### src/trig_seq_params.svh
`ifndef TRIG_SEQ_PARAMS_SVH
`define TRIG_SEQ_PARAMS_SVH

`define CLK_PERIOD_NS  40
`define DELAY_UNIT_NS  10000
`define TIMER_UNIT_NS  1000000
`define OUT_PULSE_NS   10000
`define DELAY_TICK_CYC (`DELAY_UNIT_NS / `CLK_PERIOD_NS)
`define TIMER_TICK_CYC (`TIMER_UNIT_NS / `CLK_PERIOD_NS)
`define OUT_PULSE_CYC  ((`OUT_PULSE_NS + `CLK_PERIOD_NS - 1) / `CLK_PERIOD_NS)

`define DELAY_MAX      27'h5F5E0EC
`define TIMER_MAX      27'h5F5E0FF
`define TIMER_MIN      27'h0000001
`define COUNT_MAX      12'h9C4
`define LINE_MIN       3'h1
`define LINE_MAX       3'h6

`define AD_0MS5        27'h0000032
`define AD_1MS         27'h0000064
`define AD_2MS         27'h00000C8
`define AD_3MS         27'h000012C
`define AD_5MS         27'h00001F4
`define AD_10MS        27'h00003E8
`define AD_50MS        27'h0001388
`define AD_2500MS      27'h003D090

`endif

### src/trig_seq_pkg.sv
`include "trig_seq_params.svh"
package trig_seq_pkg;
    typedef enum logic [2:0] {
        S_IDLE  = 3'b000,
        S_ARM   = 3'b001,
        S_TRIG  = 3'b010,
        S_DELAY = 3'b011,
        S_CONV  = 3'b100
    } seq_state_t;

    typedef enum logic [2:0] {
        ARM_IMMEDIATE             = 3'b000,
        ARM_BUS                   = 3'b001,
        ARM_TIMER                 = 3'b010,
        ARM_MANUAL                = 3'b011,
        TRIGGER_LINE_SOURCE       = 3'b100,
        HANDLER_FALLING_START     = 3'b101,
        HANDLER_RISING_START      = 3'b110,
        HANDLER_EITHER_EDGE_START = 3'b111
    } arm_source_t;

    typedef enum logic {
        TRIG_IMMEDIATE = 1'b0,
        TRIG_LINE      = 1'b1
    } trig_source_t;

    // Lines 1..6 map to bits 0..5; anything else selects no line
    function automatic logic [5:0] line_onehot(input logic [2:0] sel);
        logic [5:0] oh;
        oh = 6'h00;
        if (sel >= `LINE_MIN && sel <= `LINE_MAX) begin
            oh[sel - 3'h1] = 1'b1;
        end
        return oh;
    endfunction : line_onehot
endpackage : trig_seq_pkg

### src/trig_out_pulse.sv
`include "trig_seq_params.svh"
module trig_out_pulse
    import trig_seq_pkg::*;
#(
    parameter int unsigned PULSE_CYCLES = `OUT_PULSE_CYC
) (
    input  wire logic       clk,
    input  wire logic       resetn,
    input  wire logic       fire,
    input  wire logic [2:0] line_sel,
    output logic      [5:0] drive_n
);
    logic [11:0] left;

    // A new event restarts the pulse rather than stretching a merged one
    always_ff @(posedge clk or negedge resetn) begin
        if (!resetn) begin
            left    <= 12'h000;
            drive_n <= 6'h3F;
        end else if (fire) begin
            left    <= 12'(PULSE_CYCLES - 1);
            drive_n <= ~line_onehot(line_sel);
        end else if (left != 12'h000) begin
            left <= left - 12'h001;
        end else begin
            drive_n <= 6'h3F;
        end
    end
endmodule : trig_out_pulse

### src/measurement_trigger_sequencer.sv
`include "trig_seq_params.svh"
module measurement_trigger_sequencer
    import trig_seq_pkg::*;
#(
    parameter int unsigned RESULT_WIDTH      = 24,
    parameter int unsigned TIMER_TICK_CYCLES = `TIMER_TICK_CYC
) (
    input  wire logic                    CLK,
    input  wire logic                    RESETN,
    input  wire logic                    CMD_INITIATE,
    input  wire logic                    CMD_READ,
    input  wire logic                    CMD_ABORT,
    input  wire logic                    CMD_FETCH,
    input  wire logic                    CMD_CLEAR,
    input  wire logic                    BUS_TRIGGER,
    input  wire logic                    MANUAL_KEY,
    input  arm_source_t                  ARM_SOURCE,
    input  wire logic [11:0]             ARM_COUNT,
    input  wire logic                    ARM_COUNT_INF,
    input  wire logic [26:0]             ARM_TIMER_MS,
    input  wire logic                    ARM_BYPASS,
    input  wire logic [2:0]              ARM_INPUT_LINE_SELECT,
    input  wire logic [2:0]              ARM_OUTPUT_LINE_SELECT,
    input  wire logic                    ARM_OUTPUT_ENABLE,
    input  trig_source_t                 TRIG_SOURCE,
    input  wire logic [11:0]             TRIG_COUNT,
    input  wire logic                    TRIG_COUNT_INF,
    input  wire logic                    TRIG_BYPASS,
    input  wire logic [2:0]              TRIG_INPUT_LINE_SELECT,
    input  wire logic [2:0]              TRIG_OUTPUT_LINE_SELECT,
    input  wire logic                    MEAS_COMPLETE_ENABLE,
    input  wire logic [26:0]             MANUAL_DELAY,
    input  wire logic                    AUTO_DELAY,
    input  wire logic [1:0]              MEAS_FUNCTION,
    input  wire logic [3:0]              MEAS_RANGE,
    input  wire logic                    FILTER_REPEAT,
    input  wire logic                    FILTER_MOVING,
    input  wire logic [6:0]              FILTER_COUNT,
    input  wire logic [5:0]              TRIG_LINK_IN,
    input  wire logic                    HANDLER_START_LINE,
    input  wire logic                    CONV_DONE,
    input  wire logic [RESULT_WIDTH-1:0] CONV_RESULT,
    output logic      [5:0]              TRIG_LINK_OUT,
    output logic      [5:0]              TRIG_LINK_OE_N,
    output logic                         CONV_START,
    output logic      [RESULT_WIDTH-1:0] RESULT,
    output logic                         FRESH_VALID,
    output logic                         FETCH_VALID,
    output logic                         IDLE,
    output logic                         LINE_CONFLICT
);

    seq_state_t  state;
    logic [6:0]  pin_meta, pin_sync, pin_last;
    logic [5:0]  link_fall, link_pend, link_take;
    logic        hs_rise_pend, hs_fall_pend;
    logic [5:0]  arm_in_oh, trig_in_oh;
    logic        arm_link_hit, trig_link_hit;
    logic        arm_bypass_armed, trig_bypass_armed;
    logic        arm_event, trig_event, abort_ok, start_ok;
    logic        read_active;
    logic [14:0] ms_cnt;
    logic [26:0] timer_ms;
    logic        timer_hit, timer_first, ms_tick;
    logic [7:0]  tick_cnt;
    logic        tick;
    logic [26:0] delay_left;
    logic [6:0]  conv_left, fill_cnt, conv_need;
    logic [11:0] trig_cnt, arm_cnt;
    logic        finish, last_trig, last_arm;
    logic        measurement_complete_pulse, arm_out_fire;
    logic [5:0]  meas_drive_n, arm_drive_n;

    function automatic logic count_done(input logic [11:0] cnt,
                                        input logic [11:0] limit,
                                        input logic        inf);
        logic [11:0] lim;
        lim = (limit == 12'h000) ? 12'h001 :
              (limit > `COUNT_MAX) ? `COUNT_MAX : limit;
        return !inf && (cnt + 12'h001 >= lim);
    endfunction : count_done

    function automatic logic [26:0] auto_delay(input logic [1:0] fn,
                                               input logic [3:0] rng);
        logic [26:0] d;
        d = `AD_10MS;
        case (fn)
            2'h0: d = (rng == 4'h0) ? `AD_5MS : (rng == 4'h1) ? `AD_3MS : `AD_2MS;
            2'h1: begin
                if (rng <= 4'h1)      d = `AD_2500MS;
                else if (rng <= 4'h5) d = `AD_10MS;
                else if (rng <= 4'h7) d = `AD_5MS;
                else if (rng == 4'h8) d = `AD_1MS;
                else                  d = `AD_0MS5;
            end
            2'h2: begin
                if (rng == 4'h0)      d = `AD_5MS;
                else if (rng <= 4'h2) d = `AD_1MS;
                else if (rng <= 4'h5) d = `AD_10MS;
                else                  d = `AD_50MS;
            end
            default: d = `AD_3MS;
        endcase
        return d;
    endfunction : auto_delay

    // Pins are asynchronous; only pin_sync and pin_last feed logic
    always_ff @(posedge CLK or negedge RESETN) begin
        if (!RESETN) begin
            pin_meta <= 7'h7F;
            pin_sync <= 7'h7F;
            pin_last <= 7'h7F;
        end else begin
            pin_meta <= {HANDLER_START_LINE, TRIG_LINK_IN};
            pin_sync <= pin_meta;
            pin_last <= pin_sync;
        end
    end

    assign link_fall = pin_last[5:0] & ~pin_sync[5:0];
    assign arm_in_oh     = line_onehot(ARM_INPUT_LINE_SELECT);
    assign trig_in_oh    = line_onehot(TRIG_INPUT_LINE_SELECT);
    assign arm_link_hit  = |(link_pend & arm_in_oh);
    assign trig_link_hit = |(link_pend & trig_in_oh);
    assign abort_ok = CMD_ABORT && !read_active;
    assign start_ok = (state == S_IDLE) && (CMD_INITIATE || CMD_READ);

    always_comb begin
        case (ARM_SOURCE)
            ARM_IMMEDIATE:             arm_event = 1'b1;
            ARM_BUS:                   arm_event = BUS_TRIGGER;
            ARM_TIMER:                 arm_event = timer_first || timer_hit;
            ARM_MANUAL:                arm_event = MANUAL_KEY;
            TRIGGER_LINE_SOURCE:       arm_event = (ARM_BYPASS && arm_bypass_armed)
                                                   || arm_link_hit;
            HANDLER_FALLING_START:     arm_event = hs_fall_pend;
            HANDLER_RISING_START:      arm_event = hs_rise_pend;
            HANDLER_EITHER_EDGE_START: arm_event = hs_fall_pend || hs_rise_pend;
            default:                   arm_event = 1'b0;
        endcase
    end

    assign trig_event = (TRIG_SOURCE == TRIG_IMMEDIATE) ||
                        (TRIG_BYPASS && trig_bypass_armed) || trig_link_hit;

    // A bypassed pass leaves any latched trigger for the next pass
    always_comb begin
        link_take = 6'h00;
        if (state == S_ARM && ARM_SOURCE == TRIGGER_LINE_SOURCE &&
            !(ARM_BYPASS && arm_bypass_armed)) begin
            link_take = link_take | arm_in_oh;
        end
        if (state == S_TRIG && TRIG_SOURCE == TRIG_LINE &&
            !(TRIG_BYPASS && trig_bypass_armed)) begin
            link_take = link_take | trig_in_oh;
        end
    end

    // clear pending triggers; a new edge wins over the clear
    always_ff @(posedge CLK or negedge RESETN) begin
        if (!RESETN) begin
            link_pend    <= 6'h00;
            hs_rise_pend <= 1'b0;
            hs_fall_pend <= 1'b0;
        end else begin
            link_pend <= (link_pend & ~link_take & {6{!CMD_CLEAR}}) | link_fall;
            hs_rise_pend <= (hs_rise_pend && !CMD_CLEAR &&
                             !(state == S_ARM && arm_event)) ||
                            (pin_sync[6] && !pin_last[6]);
            hs_fall_pend <= (hs_fall_pend && !CMD_CLEAR &&
                             !(state == S_ARM && arm_event)) ||
                            (!pin_sync[6] && pin_last[6]);
        end
    end

    // arm timer in milliseconds, restarted in idle
    assign ms_tick = (ms_cnt == 15'(TIMER_TICK_CYCLES - 1));
    always_ff @(posedge CLK or negedge RESETN) begin
        if (!RESETN) begin
            ms_cnt      <= 15'h0000;
            timer_ms    <= 27'h0000000;
            timer_hit   <= 1'b0;
            timer_first <= 1'b1;
        end else if (state == S_IDLE) begin
            ms_cnt      <= 15'h0000;
            timer_ms    <= 27'h0000000;
            timer_hit   <= 1'b0;
            timer_first <= 1'b1;
        end else begin
            ms_cnt <= ms_tick ? 15'h0000 : ms_cnt + 15'h0001;
            if (state == S_ARM && ARM_SOURCE == ARM_TIMER && arm_event) begin
                timer_first <= 1'b0;
                timer_hit   <= 1'b0;
            end
            if (ms_tick) begin
                if (timer_ms + 27'h1 >= ((ARM_TIMER_MS < `TIMER_MIN) ? `TIMER_MIN :
                    (ARM_TIMER_MS > `TIMER_MAX) ? `TIMER_MAX : ARM_TIMER_MS)) begin
                    timer_ms  <= 27'h0000000;
                    timer_hit <= 1'b1;
                end else begin
                    timer_ms <= timer_ms + 27'h1;
                end
            end
        end
    end

    always_ff @(posedge CLK or negedge RESETN) begin
        if (!RESETN) begin
            arm_bypass_armed  <= 1'b1;
            trig_bypass_armed <= 1'b1;
        end else if (state == S_IDLE) begin
            arm_bypass_armed  <= 1'b1;
            trig_bypass_armed <= 1'b1;
        end else begin
            if (state == S_ARM && arm_event) begin
                arm_bypass_armed <= !(ARM_SOURCE == TRIGGER_LINE_SOURCE && ARM_BYPASS);
                trig_bypass_armed <= 1'b1;
            end
            if (state == S_TRIG && trig_event && TRIG_SOURCE == TRIG_LINE) begin
                trig_bypass_armed <= 1'b0;
            end
        end
    end

    assign tick      = (tick_cnt == 8'(`DELAY_TICK_CYC - 1));
    assign finish    = (state == S_CONV) && CONV_DONE && (conv_left <= 7'h01);
    assign last_trig = count_done(trig_cnt, TRIG_COUNT, TRIG_COUNT_INF);
    assign last_arm  = count_done(arm_cnt, ARM_COUNT, ARM_COUNT_INF);

    always_comb begin
        if (FILTER_REPEAT) begin
            conv_need = FILTER_COUNT;
        end else if (FILTER_MOVING && fill_cnt < FILTER_COUNT) begin
            conv_need = FILTER_COUNT - fill_cnt;
        end else begin
            conv_need = 7'h01;
        end
        if (conv_need == 7'h00) begin
            conv_need = 7'h01;
        end
    end

    // Sequencer; abort wins, but not over a running read
    always_ff @(posedge CLK or negedge RESETN) begin
        if (!RESETN) begin
            state       <= S_IDLE;
            read_active <= 1'b0;
            trig_cnt    <= 12'h000;
            arm_cnt     <= 12'h000;
            delay_left  <= 27'h0000000;
            tick_cnt    <= 8'h00;
            conv_left   <= 7'h00;
            CONV_START  <= 1'b0;
        end else begin
            CONV_START <= 1'b0;
            tick_cnt   <= tick ? 8'h00 : tick_cnt + 8'h01;
            if (abort_ok) begin
                state <= S_IDLE;
            end else begin
                case (state)
                    S_IDLE: begin
                        // initiate or read starts a cycle
                        if (start_ok) begin
                            state       <= S_ARM;
                            read_active <= CMD_READ;
                            arm_cnt     <= 12'h000;
                        end else begin
                            read_active <= 1'b0;
                        end
                    end
                    S_ARM: if (arm_event) begin
                        state    <= S_TRIG;
                        trig_cnt <= 12'h000;
                    end
                    S_TRIG: if (trig_event) begin
                        state    <= S_DELAY;
                        tick_cnt <= 8'h00;
                        delay_left <= AUTO_DELAY ? auto_delay(MEAS_FUNCTION, MEAS_RANGE) :
                                      (MANUAL_DELAY > `DELAY_MAX) ? `DELAY_MAX : MANUAL_DELAY;
                    end
                    S_DELAY: begin
                        if (delay_left == 27'h0000000) begin
                            state      <= S_CONV;
                            conv_left  <= conv_need;
                            CONV_START <= 1'b1;
                        end else if (tick) begin
                            delay_left <= delay_left - 27'h1;
                        end
                    end
                    S_CONV: if (CONV_DONE) begin
                        if (conv_left > 7'h01) begin
                            conv_left  <= conv_left - 7'h01;
                            CONV_START <= 1'b1;
                        end else if (!last_trig) begin
                            state    <= S_TRIG;
                            trig_cnt <= trig_cnt + 12'h001;
                        end else if (!last_arm) begin
                            state   <= S_ARM;
                            arm_cnt <= arm_cnt + 12'h001;
                        end else begin
                            state <= S_IDLE;
                        end
                    end
                    default: state <= S_IDLE;
                endcase
            end
        end
    end

    // Moving window fill survives idle, as the filter keeps its history
    always_ff @(posedge CLK or negedge RESETN) begin
        if (!RESETN) begin
            fill_cnt <= 7'h00;
        end else if (!FILTER_MOVING) begin
            fill_cnt <= 7'h00;
        end else if (state == S_CONV && CONV_DONE && fill_cnt < FILTER_COUNT) begin
            fill_cnt <= fill_cnt + 7'h01;
        end
    end

    // read streams fresh results, fetch repeats the stored one
    always_ff @(posedge CLK or negedge RESETN) begin
        if (!RESETN) begin
            RESULT      <= '0;
            FRESH_VALID <= 1'b0;
            FETCH_VALID <= 1'b0;
        end else begin
            FRESH_VALID <= finish && !abort_ok && read_active;
            FETCH_VALID <= CMD_FETCH;
            // result only moves on a finished action
            if (finish && !abort_ok) begin
                RESULT <= CONV_RESULT;
            end
        end
    end

    // same line for input and output blocks the output pulse
    assign LINE_CONFLICT = (ARM_INPUT_LINE_SELECT == ARM_OUTPUT_LINE_SELECT) ||
                           (TRIG_INPUT_LINE_SELECT == TRIG_OUTPUT_LINE_SELECT);
    assign measurement_complete_pulse = finish && !abort_ok && MEAS_COMPLETE_ENABLE &&
                                        !LINE_CONFLICT;
    assign arm_out_fire = finish && !abort_ok && last_trig && ARM_OUTPUT_ENABLE &&
                          !LINE_CONFLICT;

    trig_out_pulse u_meas_pulse (
        .clk      (CLK),
        .resetn   (RESETN),
        .fire     (measurement_complete_pulse),
        .line_sel (TRIG_OUTPUT_LINE_SELECT),
        .drive_n  (meas_drive_n)
    );
    trig_out_pulse u_arm_pulse (
        .clk      (CLK),
        .resetn   (RESETN),
        .fire     (arm_out_fire),
        .line_sel (ARM_OUTPUT_LINE_SELECT),
        .drive_n  (arm_drive_n)
    );
    assign TRIG_LINK_OE_N = meas_drive_n & arm_drive_n;
    assign TRIG_LINK_OUT  = 6'h00;
    assign IDLE           = (state == S_IDLE);
endmodule : measurement_trigger_sequencer

### config.mk
export PLATFORM = sky130hd
export DESIGN_NAME = measurement_trigger_sequencer
export DESIGN_NICKNAME = d
export VERILOG_FILES = /design/src/trig_seq_pkg.sv /design/src/trig_out_pulse.sv /design/src/measurement_trigger_sequencer.sv
export VERILOG_INCLUDE_DIRS = /design/src
export SDC_FILE = /design/constraint.sdc
export NUM_CORES = 1
export LEC_CHECK = 0
export BUFFER_PORTS_ARGS = -buffer_cell sky130_fd_sc_hd__buf_2
export CAP_MARGIN = 30
export CORE_MARGIN = 2
export CORE_UTILIZATION = 54
export CTS_CLUSTER_SIZE = 25
export DETAILED_ROUTE_END_ITERATION = 8
export PLACE_DENSITY = 0.73
export SYNTH_ARGS = -nofsm -noshare
export SYNTH_HDL_FRONTEND = slang
export SYNTH_HIERARCHICAL = 1
export SYNTH_SLANG_ARGS = --single-unit
### constraint.sdc
create_clock -name CLK -period 8.1 [get_ports CLK]
set_input_delay 1.62 -clock CLK [delete_from_list [all_inputs] [get_ports CLK]]
set_output_delay 1.62 -clock CLK [all_outputs]
set_load 0.1 [all_outputs]
==> results of run 1 <==
[where the power goes]
part           switching [uW]  internal (uW)
clock network             459            746
logic                     867            379
registers                 186           1260
total                    1510           2380
[per-layer routing]
metal / global-route usage, % / part of all wire, %
met5: 0 / 0
met1: 34.7 / 45
met2: 42.6 / 48
met3: 3.01 / 5.5
met4: 6.52 / 1.8
[sequential cells by signal, indices dropped and copies added, names as in the netlist, 8 cells and up]
signal and count:
arm_cnt 12, timer_ms 27, trig_cnt 12, tick_cnt 8, RESULT 24, ms_cnt 15
u_meas_pulse/left 12, delay_left 27, u_arm_pulse/left 12
[cell type report]
cell class | count | area share [%]
clock buffer | 35 | 4.68
antenna | 2 | 0.0310
inverter | 61 | 1.42
timing repair buffer | 205 | 6.63
clock inverter | 11 | 0.877
multi-input combinational | 1211 | 50.1
tap | 330 | 2.56
sequential | 215 | 33.7
[cell families after synthesis]
| logic type | count (synthesis) | share of synthesized area (%) |
|---|---|---|
| xor gates and xnor gates | 91 | 5.80 |
| other | 1 | 0.0268 |
| adders and majority gates | 85 | 7.65 |
| AOI/OAI and AO/OA | 388 | 18.7 |
| and+or+nand+nor | 602 | 22.3 |
| muxes | 39 | 3.06 |
| buffers and inverters | 122 | 3.67 |
| DFF | 215 | 38.8 |
[worst max-delay path: stages]
cell	delay (ns)
buf_2	0.10
or4_1	0.59
o31ai_1	0.27
nand2_1	0.07
a21boi_0	0.18
a41oi_1	0.06
buf_4	0.24
nor2_1	0.11
ha_1	0.25
nor2b_1	0.14
o31ai_1	0.21
a31oi_1	0.13
nor4_1	0.25
o311ai_0	0.18
buf_2	0.19
nor3_2	0.45
buf_4	0.31
a22o_1	0.15
[stage by stage]
step                cells  utilization [%]  setup WS, ns  power [uW]
floorplan            1548                -          2.39        2380
global placement     2020             60.0          2.35        2650
detailed placement   2022             60.1          2.58        2690
CTS                  2068             63.6          3.12        3920
global route         2070             63.6          2.69        4120
finish               2070             63.6          3.04        3890
[worst max path at each step]
| stage | startpoint | end | slack, ns | cells after the start |
|---|---|---|---|---|
| CTS | ARM_TIMER_MS[12] | timer_ms[6] | 3.12 | 18 |
| finish | ARM_TIMER_MS[12] | timer_ms[6] | 3.04 | 18 |
| global placement | ARM_TIMER_MS[12] | timer_ms[12] | 2.35 | 17 |
| global route | ARM_TIMER_MS[12] | timer_ms[4] | 2.69 | 18 |
| floorplan | ARM_INPUT_LINE_SELECT[1] | LINE_CONFLICT | 2.39 | 2 |
| detailed placement | TRIG_COUNT[3] | u_arm_pulse/drive_n[3] | 2.58 | 14 |
[cells in the final DEF (no fill, tap or decap), types with 24 or more instances in the layout]
master,netlist,routed
nand2b_1,36,36
nor2_1,147,147
clkbuf_16,0,26
nand3_1,62,62
nand2_1,119,119
a22o_1,41,41
nand4_1,24,24
o21ai_0,75,75
buf_2,14,191
inv_1,59,59
dfrtp_1,179,179
mux2_2,28,28
dfstp_2,36,36
xnor2_1,50,50
o21ai_1,40,40
nor3_1,47,46
a21oi_1,75,75
ha_1,84,84
nor4_1,25,25
xor2_1,39,39
==> run_results.csv, run 1 <==
group,metric,value,unit
outcome,status,"completed",
cts,clk_path_buf_depth,3,
cts,clock_sinks,215,
min_path,hold_class,"flop to flop",
setup_path,cp-end-kind,"flop",
global_route,grt_pass1_wl,56.7,mm
timing,slew-limit-headroom,30.8,%
placement,dpl.hpwl,25.3,mm
logic_synthesis,synthesis.area,14000,um2
flow_run,max_cap_violations,0,
global_route,antenna_found_initial,2,
timing,fin_crit_sh,62.5,%
global_route,grt_pass1_vias,11744,
setup_path,path_class,"input pin to flop",
cells_and_area,nFillCells,2174,
min_path,whs_path_depth,0,
global_route,overflow,0,
logic_synthesis,async_flop_share,100,%
timing,rsz0062_at_grt,"false",
floorplan,start_util,55.2,%
timing,whs,0.359,ns
floorplan,die_y,165,um
timing,fin_crit,5.06,ns
floorplan,fp.dieW,165,um
cts,clk_latency,0.53,ns
setup_path,rr_endpoint,"u_arm_pulse/drive_n[3]",
min_path,min_from,"pin_meta[0]",
cells_and_area,syn_to_final_growth,15.2,%
logic_synthesis,synth_area_leader_cell,"dfrtp_1",
logic_synthesis,synth_edf_count,0,
cts,clk_pin_slew,0.06,ns
floorplan,rows,58,
logic_synthesis,synth_most_common_cell,"dfrtp_1",
detailed_routing,ant_nets,0,
floorplan,io_pins,198,
setup_path,ff2ff_setup_slack,3.72,ns
detailed_routing,drt-initial-drc-count,879,
cts,cts_buffers,25,
cts,cts_root_buffer,"clkbuf_16",
timing,hold_viol,0,
global_route,grtUsageTotal,25.3,%
cells_and_area,seqCellArea,5430,um2
logic_synthesis,yosysUniqueCellTypes,92,
logic_synthesis,synth_commonest_cells,"dfrtp_1 (179), nor2_1 (147), nand2_1 (119)",
power_and_ir_drop,p_leak,0.00753,uW
detailed_routing,first_pass_iters,5,
setup_path,cp-start-kind,"input pin",
setup_path,cp.required,8.56,ns
cells_and_area,multiInputGateArea,8080,um2
detailed_routing,wl,34.3,mm
timing,drv_slew,0,
logic_synthesis,synthCells,1543,
cells_and_area,finalNetCount,1961,
logic_synthesis,synth_top_area_share,32.0,%
placement,routabilityCongestion,0.879,
floorplan,coreArea,25300,um2
logic_synthesis,ys_seq_area_share,38.8,%
setup_path,cp.arrival,5.53,ns
cts,cts_tree,"done",
setup_path,cp_max_fo,25,
global_route,grt_max_degree,96,
detailed_routing,drc_errors,0,
logic_synthesis,ys.flop_type,"dfrtp_1",
timing,worst_pin_slew,1.03,ns
timing,setup_tns,0,ns
timing,fmax,198,MHz
logic_synthesis,synthTopCellsByArea,"dfrtp_1 (32%), ha_1 (7.5%), dfstp_2 (6.8%)",
setup_path,reg2reg_from,"trig_cnt[0]",
placement,portBuffers,191,
detailed_routing,avgViaCountPerCell,5.94,
cts,h-tree-depth,1,
cells_and_area,fin_area,16100,um2
placement,place_area,15200,um2
floorplan,fp.dieArea,27200,um2
detailed_routing,num_vias,12290,
setup_path,reg2reg_depth,12,
logic_synthesis,ys_ff_latch,215,
cts,post_cts_buffers,0,
cts,cts_resized,0,
logic_synthesis,syn_avg_cell_area,9.07,um2
min_path,hold-path-endpoint,"pin_sync[0]",
cells_and_area,drive_gt1_share,20.2,%
timing,clock_skew,0.0140,ns
power_and_ir_drop,peakVddDrop,0.240,mV
logic_synthesis,ys_warn_count,6,
power_and_ir_drop,p_per_area,242,nW/um2
cts,cts_hold_buf,0,
detailed_routing,wl_per_cell,16.6,um
timing,setup_violations,0,
No activity file was read; power rests on OpenSTA's default activity.
==> inputs of run 2 (changes only) <==
--- a/config.mk
+++ b/config.mk
@@ -6,13 +6,14 @@
 export SDC_FILE = /design/constraint.sdc
 export NUM_CORES = 1
 export LEC_CHECK = 0
+export ABC_AREA = 1
 export BUFFER_PORTS_ARGS = -buffer_cell sky130_fd_sc_hd__buf_2
 export CAP_MARGIN = 30
 export CORE_MARGIN = 2
 export CORE_UTILIZATION = 54
 export CTS_CLUSTER_SIZE = 25
 export DETAILED_ROUTE_END_ITERATION = 8
-export PLACE_DENSITY = 0.73
+export PLACE_DENSITY = 0.72
 export SYNTH_ARGS = -nofsm -noshare
 export SYNTH_HDL_FRONTEND = slang
 export SYNTH_HIERARCHICAL = 1
==> constraint.sdc (replaced) <==
create_clock -name CLK -period 4.73 [get_ports CLK]
set_input_delay 0.946 -clock CLK [delete_from_list [all_inputs] [get_ports CLK]]
set_output_delay 0.946 -clock CLK [all_outputs]
set_load 0.1 [all_outputs]
==> run_results.csv, run 2 <==
group,metric,value,unit
setup_path,cp_max_fo,17,
cells_and_area,layout_commonest_cell,"nand2_1",
power_and_ir_drop,power_frac_clock,30.9,%
logic_synthesis,async_flop_share,100,%
logic_synthesis,ys_seq_area_share,35.3,%
outcome,status,"completed",
cts,h-tree-depth,1,
placement,dpl.hpwl,28.2,mm
cts,cts_resized,0,
floorplan,fp.dieArea,29800,um2
logic_synthesis,yosysUniqueCellTypes,56,
power_and_ir_drop,power.switching,2640,uW
power_and_ir_drop,p_int,4080,uW
timing,hold_viol,0,
detailed_routing,num_vias,14632,
cells_and_area,fin_area,17500,um2
cts,clk_path_buf_depth,3,
setup_path,path_class,"flop to flop",
global_route,grt_pass1_vias,13692,
cells_and_area,fin_util,62.7,%
cts,clock_sinks,215,
floorplan,start_util,55.1,%
cells_and_area,finalNetCount,2610,
setup_path,critPathSlowestCell,"dfrtp_1",
logic_synthesis,ys_ff_latch,215,
setup_path,cpMostUsedCell,"nand2_1",
setup_path,ff2ff_setup_slack,0.79,ns
logic_synthesis,ys_warn_count,6,
setup_path,cp.arrival,4.30,ns
timing,rsz0062_at_grt,"false",
logic_synthesis,synthCells,2184,
floorplan,rows,61,
placement,portBuffers,191,
placement,routabilityCongestion,0.904,
floorplan,die_y,173,um
logic_synthesis,synth_top_area_share,29.1,%
cts,post_cts_buffers,0,
setup_path,critical-path-top-delay-family,"simple AND/OR/NAND/NOR gates",
global_route,overflow,0,
cells_and_area,drive_gt1_share,15.5,%
setup_path,cp-end-kind,"flop",
detailed_routing,avgViaCountPerCell,5.29,
min_path,hold_class,"flop to flop",
detailed_routing,wl_per_cell,13.4,um
logic_synthesis,syn_avg_cell_area,7.04,um2
setup_path,reg2reg_from,"timer_ms[0]",
setup_path,path_buf_inv,2,
setup_path,rr_endpoint,"timer_ms[2]",
setup_path,cp.required,5.09,ns
global_route,antenna_found_initial,0,
setup_path,path_depth,15,
placement,place_area,16600,um2
detailed_routing,ant_nets,0,
timing,fin_crit,3.94,ns
setup_path,worst_path_largest_cell_delay,0.60,ns
cts,cts_tree,"done",
detailed_routing,drc_errors,0,
cells_and_area,instances_no_fill,2764,
cells_and_area,reg.largest.list,"delay_left: 27 flops, timer_ms: 27 flops, RESULT: 24 flops",
power_and_ir_drop,peakVddDrop,0.342,mV
timing,drv_slew,0,
cts,cts_buffers,25,
cells_and_area,n_antenna_cell,0,
global_route,grt_pass1_wl,62.3,mm
logic_synthesis,synth_most_common_cell,"nand2_1",
setup_path,cp-start-kind,"flop",
floorplan,io_pins,198,
global_route,grtUsageTotal,24.4,%
logic_synthesis,synth_edf_count,0,
setup_path,crit_start,"timer_ms[0]",
setup_path,path_cells,"ha_1 -> nand2_1 -> nor2_1 -> nand2_1 -> nor4_1 -> nand2_1 -> nand2_1 -> inv_1 -> ha_1 -> nand2_1 -> nor4_1 -> nand3_1 -> nand3_1 -> buf_4 -> o22ai_1",
logic_synthesis,synth_commonest_cells,"nand2_1 (590), inv_1 (303), nor2_1 (224)",
cts,clk_pin_slew,0.06,ns
cts,cts_hold_buf,0,
power_and_ir_drop,p_per_area,383,nW/um2
timing,setup_tns,0,ns
timing,setup_violations,0,
cts,clk_latency,0.52,ns
power_and_ir_drop,switching_share,39.3,%
power_and_ir_drop,p_leak,0.00928,uW
flow_run,max_cap_violations,0,
timing,fmax,254,MHz
cells_and_area,final_cell_mix,"nand2_1 (590), inv_1 (303), nor2_1 (224)",
timing,slew-limit-headroom,34.7,%
floorplan,coreArea,27900,um2
logic_synthesis,synthTopCellsByArea,"dfrtp_1 (29%), nand2_1 (14%), inv_1 (7.4%)",
setup_path,reg2reg_depth,15,
logic_synthesis,synth_area_leader_cell,"dfrtp_1",
timing,clock_skew,0.0137,ns
power_and_ir_drop,seqPwrFrac,35.4,%
detailed_routing,wl,36.9,mm
placement,post-place-cells,2719,
global_route,grt_max_degree,106,
timing,worst_pin_slew,0.976,ns
detailed_routing,first_pass_iters,5,
detailed_routing,drt-initial-drc-count,1084,
cells_and_area,syn_to_final_growth,14.0,%
floorplan,fp.dieW,173,um
logic_synthesis,synthesis.area,15400,um2
power_and_ir_drop,combPwrFrac,33.8,%
timing,fin_crit_sh,83.2,%
logic_synthesis,ys.flop_type,"dfrtp_1",
cts,cts_root_buffer,"clkbuf_16",
setup_path,endpoint,"timer_ms[2]",
run 2: cell count changes in the layout (fill, tap and decap cells not counted), moves of 17 or more:
cell / change
nand2b_1: -36
o22ai_1: +18
and2_1: -17
xnor2_1: -28
inv_1: +244
nor2_1: +77
a22o_1: -40
and3_1: -22
nand2_1: +471
nand3_1: +113
mux2_2: -22
nand4_1: +48
run 2: worst min path at each step:
stage               cells after the start         from     endpoint  slack, ns
floorplan                               0  pin_meta[0]  pin_sync[0]       0.35
global placement                        0  pin_meta[2]  pin_sync[2]       0.35
detailed placement                      0  pin_meta[3]  pin_sync[3]       0.35
CTS                                     0  pin_meta[1]  pin_sync[1]       0.35
global route                            0  pin_meta[5]  pin_sync[5]       0.35
finish                                  0  pin_meta[5]  pin_sync[5]       0.35
run 2: cells by family after synthesis:
family	Yosys count	share of synthesized area [%]
AOI/OAI and AO/OA	221	7.94
muxes	24	1.76
buffers and inverters	366	9.52
adders and majority gates	85	6.96
and+or+nand+nor	1211	35.0
DFF	215	35.3
other	1	0.0244
xor gates and xnor gates	61	3.52
run 2: power by group through the flow:
stage,Clock (uW),Sequential (uW),Combinational (uW)
after floorplan,0,2570,1540
after global routing,2190,2410,2540
after global placement,0,2390,2220
after detailed placement,0,2400,2260
final,2070,2370,2270
after CTS,2110,2370,2280
run 2: cell type report:
cell class	count	area (um2)
multi-input cells	1608	8520
inverters	319	1200
repair buffers	199	1030
clock inverters	15	215
fillers	2536	10400
well taps	378	473
flip-flops and latches	215	5430
clock buffers	30	674
run 2: stage by stage:
stage	hold slack, ns	power (uW)	setup slack, ns
floorplan	0.345	4110	0.110
global placement	0.346	4610	0.681
detailed placement	0.347	4660	0.526
CTS	0.353	6760	0.849
global route	0.351	7140	0.449
finish	0.354	6720	0.793
run 2: routing by layer:
| layer | vias up | track usage [%] | wire length [um] |
|---|---|---|---|
| met5 | - | 0 | 0 |
| met4 | 0 | 6.85 | 908 |
| met3 | 74 | 2.24 | 1570 |
| met2 | 382 | 43.1 | 17800 |
| met1 | 6755 | 32.2 | 16600 |
| li1 | 7421 | - | - |
==> inputs of run 3 (changes only) <==
--- a/config.mk
+++ b/config.mk
@@ -6,14 +6,14 @@
 export SDC_FILE = /design/constraint.sdc
 export NUM_CORES = 1
 export LEC_CHECK = 0
-export ABC_AREA = 1
+export ABC_AREA = 0
 export BUFFER_PORTS_ARGS = -buffer_cell sky130_fd_sc_hd__buf_2
 export CAP_MARGIN = 30
 export CORE_MARGIN = 2
 export CORE_UTILIZATION = 54
 export CTS_CLUSTER_SIZE = 25
 export DETAILED_ROUTE_END_ITERATION = 8
-export PLACE_DENSITY = 0.72
+export PLACE_DENSITY = 0.73
 export SYNTH_ARGS = -nofsm -noshare
 export SYNTH_HDL_FRONTEND = slang
 export SYNTH_HIERARCHICAL = 1
==> constraint.sdc (replaced) <==
create_clock -name CLK -period 3.65 [get_ports CLK]
set_input_delay 0.73 -clock CLK [delete_from_list [all_inputs] [get_ports CLK]]
set_output_delay 0.73 -clock CLK [all_outputs]
set_load 0.1 [all_outputs]
==> run_results.csv, run 3 (synthesized netlist as in run 1, its figures left out) <==
group,metric,value,unit
cts,cts_tree,"done",
power_and_ir_drop,p_per_area,504,nW/um2
power_and_ir_drop,p_leak,0.00805,uW
setup_path,cp-start-kind,"flop",
setup_path,reg2reg_depth,12,
setup_path,cp-end-kind,"flop",
floorplan,coreArea,25300,um2
cells_and_area,finalNetCount,2064,
detailed_routing,num_vias,12728,
timing,whs,0.149,ns
cts,clock_sinks,215,
timing,drv_slew,0,
cells_and_area,syn_to_final_growth,22.1,%
timing,setup_violations,0,
cells_and_area,instances_no_fill,2172,
cts,cts_buffers,24,
cells_and_area,layout_commonest_cell,"buf_2",
global_route,antenna_found_initial,3,
floorplan,start_util,55.2,%
floorplan,die_y,165,um
cells_and_area,fin_util,67.5,%
placement,routabilityCongestion,0.885,
floorplan,fp.dieArea,27200,um2
min_path,hold_class,"input pin to async pin",
timing,worst_pin_slew,0.941,ns
timing,fin_crit_sh,96.0,%
placement,dpl.hpwl,26.6,mm
placement,post-place-cells,2114,
setup_path,crit_start,"arm_cnt[1]",
setup_path,cp_max_fo,4,
setup_path,rr_endpoint,"arm_cnt[8]",
timing,clock_skew,0.0187,ns
timing,hold_viol,0,
cells_and_area,drive_gt1_share,26.3,%
detailed_routing,ant_nets,0,
detailed_routing,first_pass_iters,6,
global_route,grt_pass1_wl,58.0,mm
cells_and_area,nFillCells,2036,
timing,fmax,285,MHz
outcome,status,"completed",
cts,cts_root_buffer,"clkbuf_16",
detailed_routing,wl_per_cell,16.4,um
timing,setup_tns,0,ns
floorplan,rows,58,
placement,place_area,16000,um2
detailed_routing,drc_errors,0,
setup_path,cp.arrival,3.97,ns
detailed_routing,drt-initial-drc-count,947,
cts,clk_pin_slew,0.06,ns
cts,clk_path_buf_depth,3,
setup_path,reg2reg_from,"arm_cnt[1]",
global_route,grt_pass1_vias,12110,
setup_path,ff2ff_setup_slack,0.15,ns
detailed_routing,wl,35.7,mm
cts,cts_hold_buf,0,
placement,portBuffers,191,
cells_and_area,reg.largest.list,"delay_left: 27 flops, timer_ms: 27 flops, RESULT: 24 flops",
global_route,grt_max_degree,71,
timing,fin_crit,3.50,ns
floorplan,fp.dieW,165,um
power_and_ir_drop,peakVddDrop,0.530,mV
cts,h-tree-depth,1,
setup_path,cp.required,4.11,ns
cells_and_area,fin_area,17100,um2
timing,slew-limit-headroom,36.8,%
flow_run,max_cap_violations,0,
cts,clk_latency,0.53,ns
setup_path,path_class,"flop to flop",
floorplan,io_pins,198,
timing,rsz0062_at_grt,"true",
detailed_routing,avgViaCountPerCell,5.86,
global_route,overflow,0,
global_route,grtUsageTotal,25.8,%
cells_and_area,final_cell_mix,"buf_2 (190), dfrtp_1 (179), nor2_1 (144)",
[run 3: worst max-delay path by stage]
stage                         endpoint  slack (ns)  cells after the start
after CTS                  timer_ms[0]        0.03                     16
after floorplan           timer_ms[16]       -0.04                     16
after global routing        arm_cnt[8]       -0.05                     13
after detailed placement   timer_ms[0]       -0.69                     14
final                       arm_cnt[8]        0.15                     12
after global placement     timer_ms[0]       -0.55                     12
[run 3: what timing repair did]
action                                  CTS  global route
cloned                                    0             2
setup buffers                             0            10
resized for setup                         3            28
pin swaps                                 0            17
endpoints found under the setup margin   28            52
hold endpoints to repair                  0             0
[run 3: per-layer routing]
| metal | GRT usage, % | wire length (um) | vias to the layer above |
|---|---|---|---|
| li1 | - | - | 6197 |
| met1 | 35.2 | 15800 | 6079 |
| met2 | 43.6 | 17200 | 381 |
| met3 | 2.74 | 1910 | 69 |
| met4 | 7.27 | 847 | 2 |
| met5 | 0 | 16 | - |
[run 3: layout make-up]
type / instances / area (um2) / area share [%]
diodes: 2 / 5.00 / 0.0293
clock buffers: 27 / 642 / 3.76
clock inverters: 17 / 189 / 1.11
inverters: 61 / 229 / 1.34
multi-input cells: 1213 / 8300 / 48.6
flip-flops and latches: 215 / 5430 / 31.7
well taps: 330 / 413 / 2.42
repair buffers: 307 / 1890 / 11.1
[run 3: worst max-delay path, cell delays in order, from the launching register on]
cell	delay, ns
dfrtp_1	0.39
ha_2	0.22
nand3_1	0.17
or3_1	0.40
nand2_1	0.09
ha_1	0.25
a21o_1	0.19
a211o_1	0.33
a311oi_2	0.28
nor3_2	0.12
or4_4	0.49
or4_1	0.41
nand3_1	0.09
[run 3: metrics by stage]
stage / power (uW) / setup WS [ns]
2_1_floorplan: 5280 / -0.0395
3_3_place_gp: 6000 / -0.549
3_5_place_dp: 6090 / -0.694
4_1_cts: 8620 / 0.0291
5_1_grt: 9070 / -0.0481
6_report: 8610 / 0.147
[run 3: report_power, final]
group | total (uW) | switching [uW] | internal (uW)
Combinational | 2910 | 1970 | 947
Sequential | 3180 | 390 | 2790
Clock | 2510 | 1070 | 1440
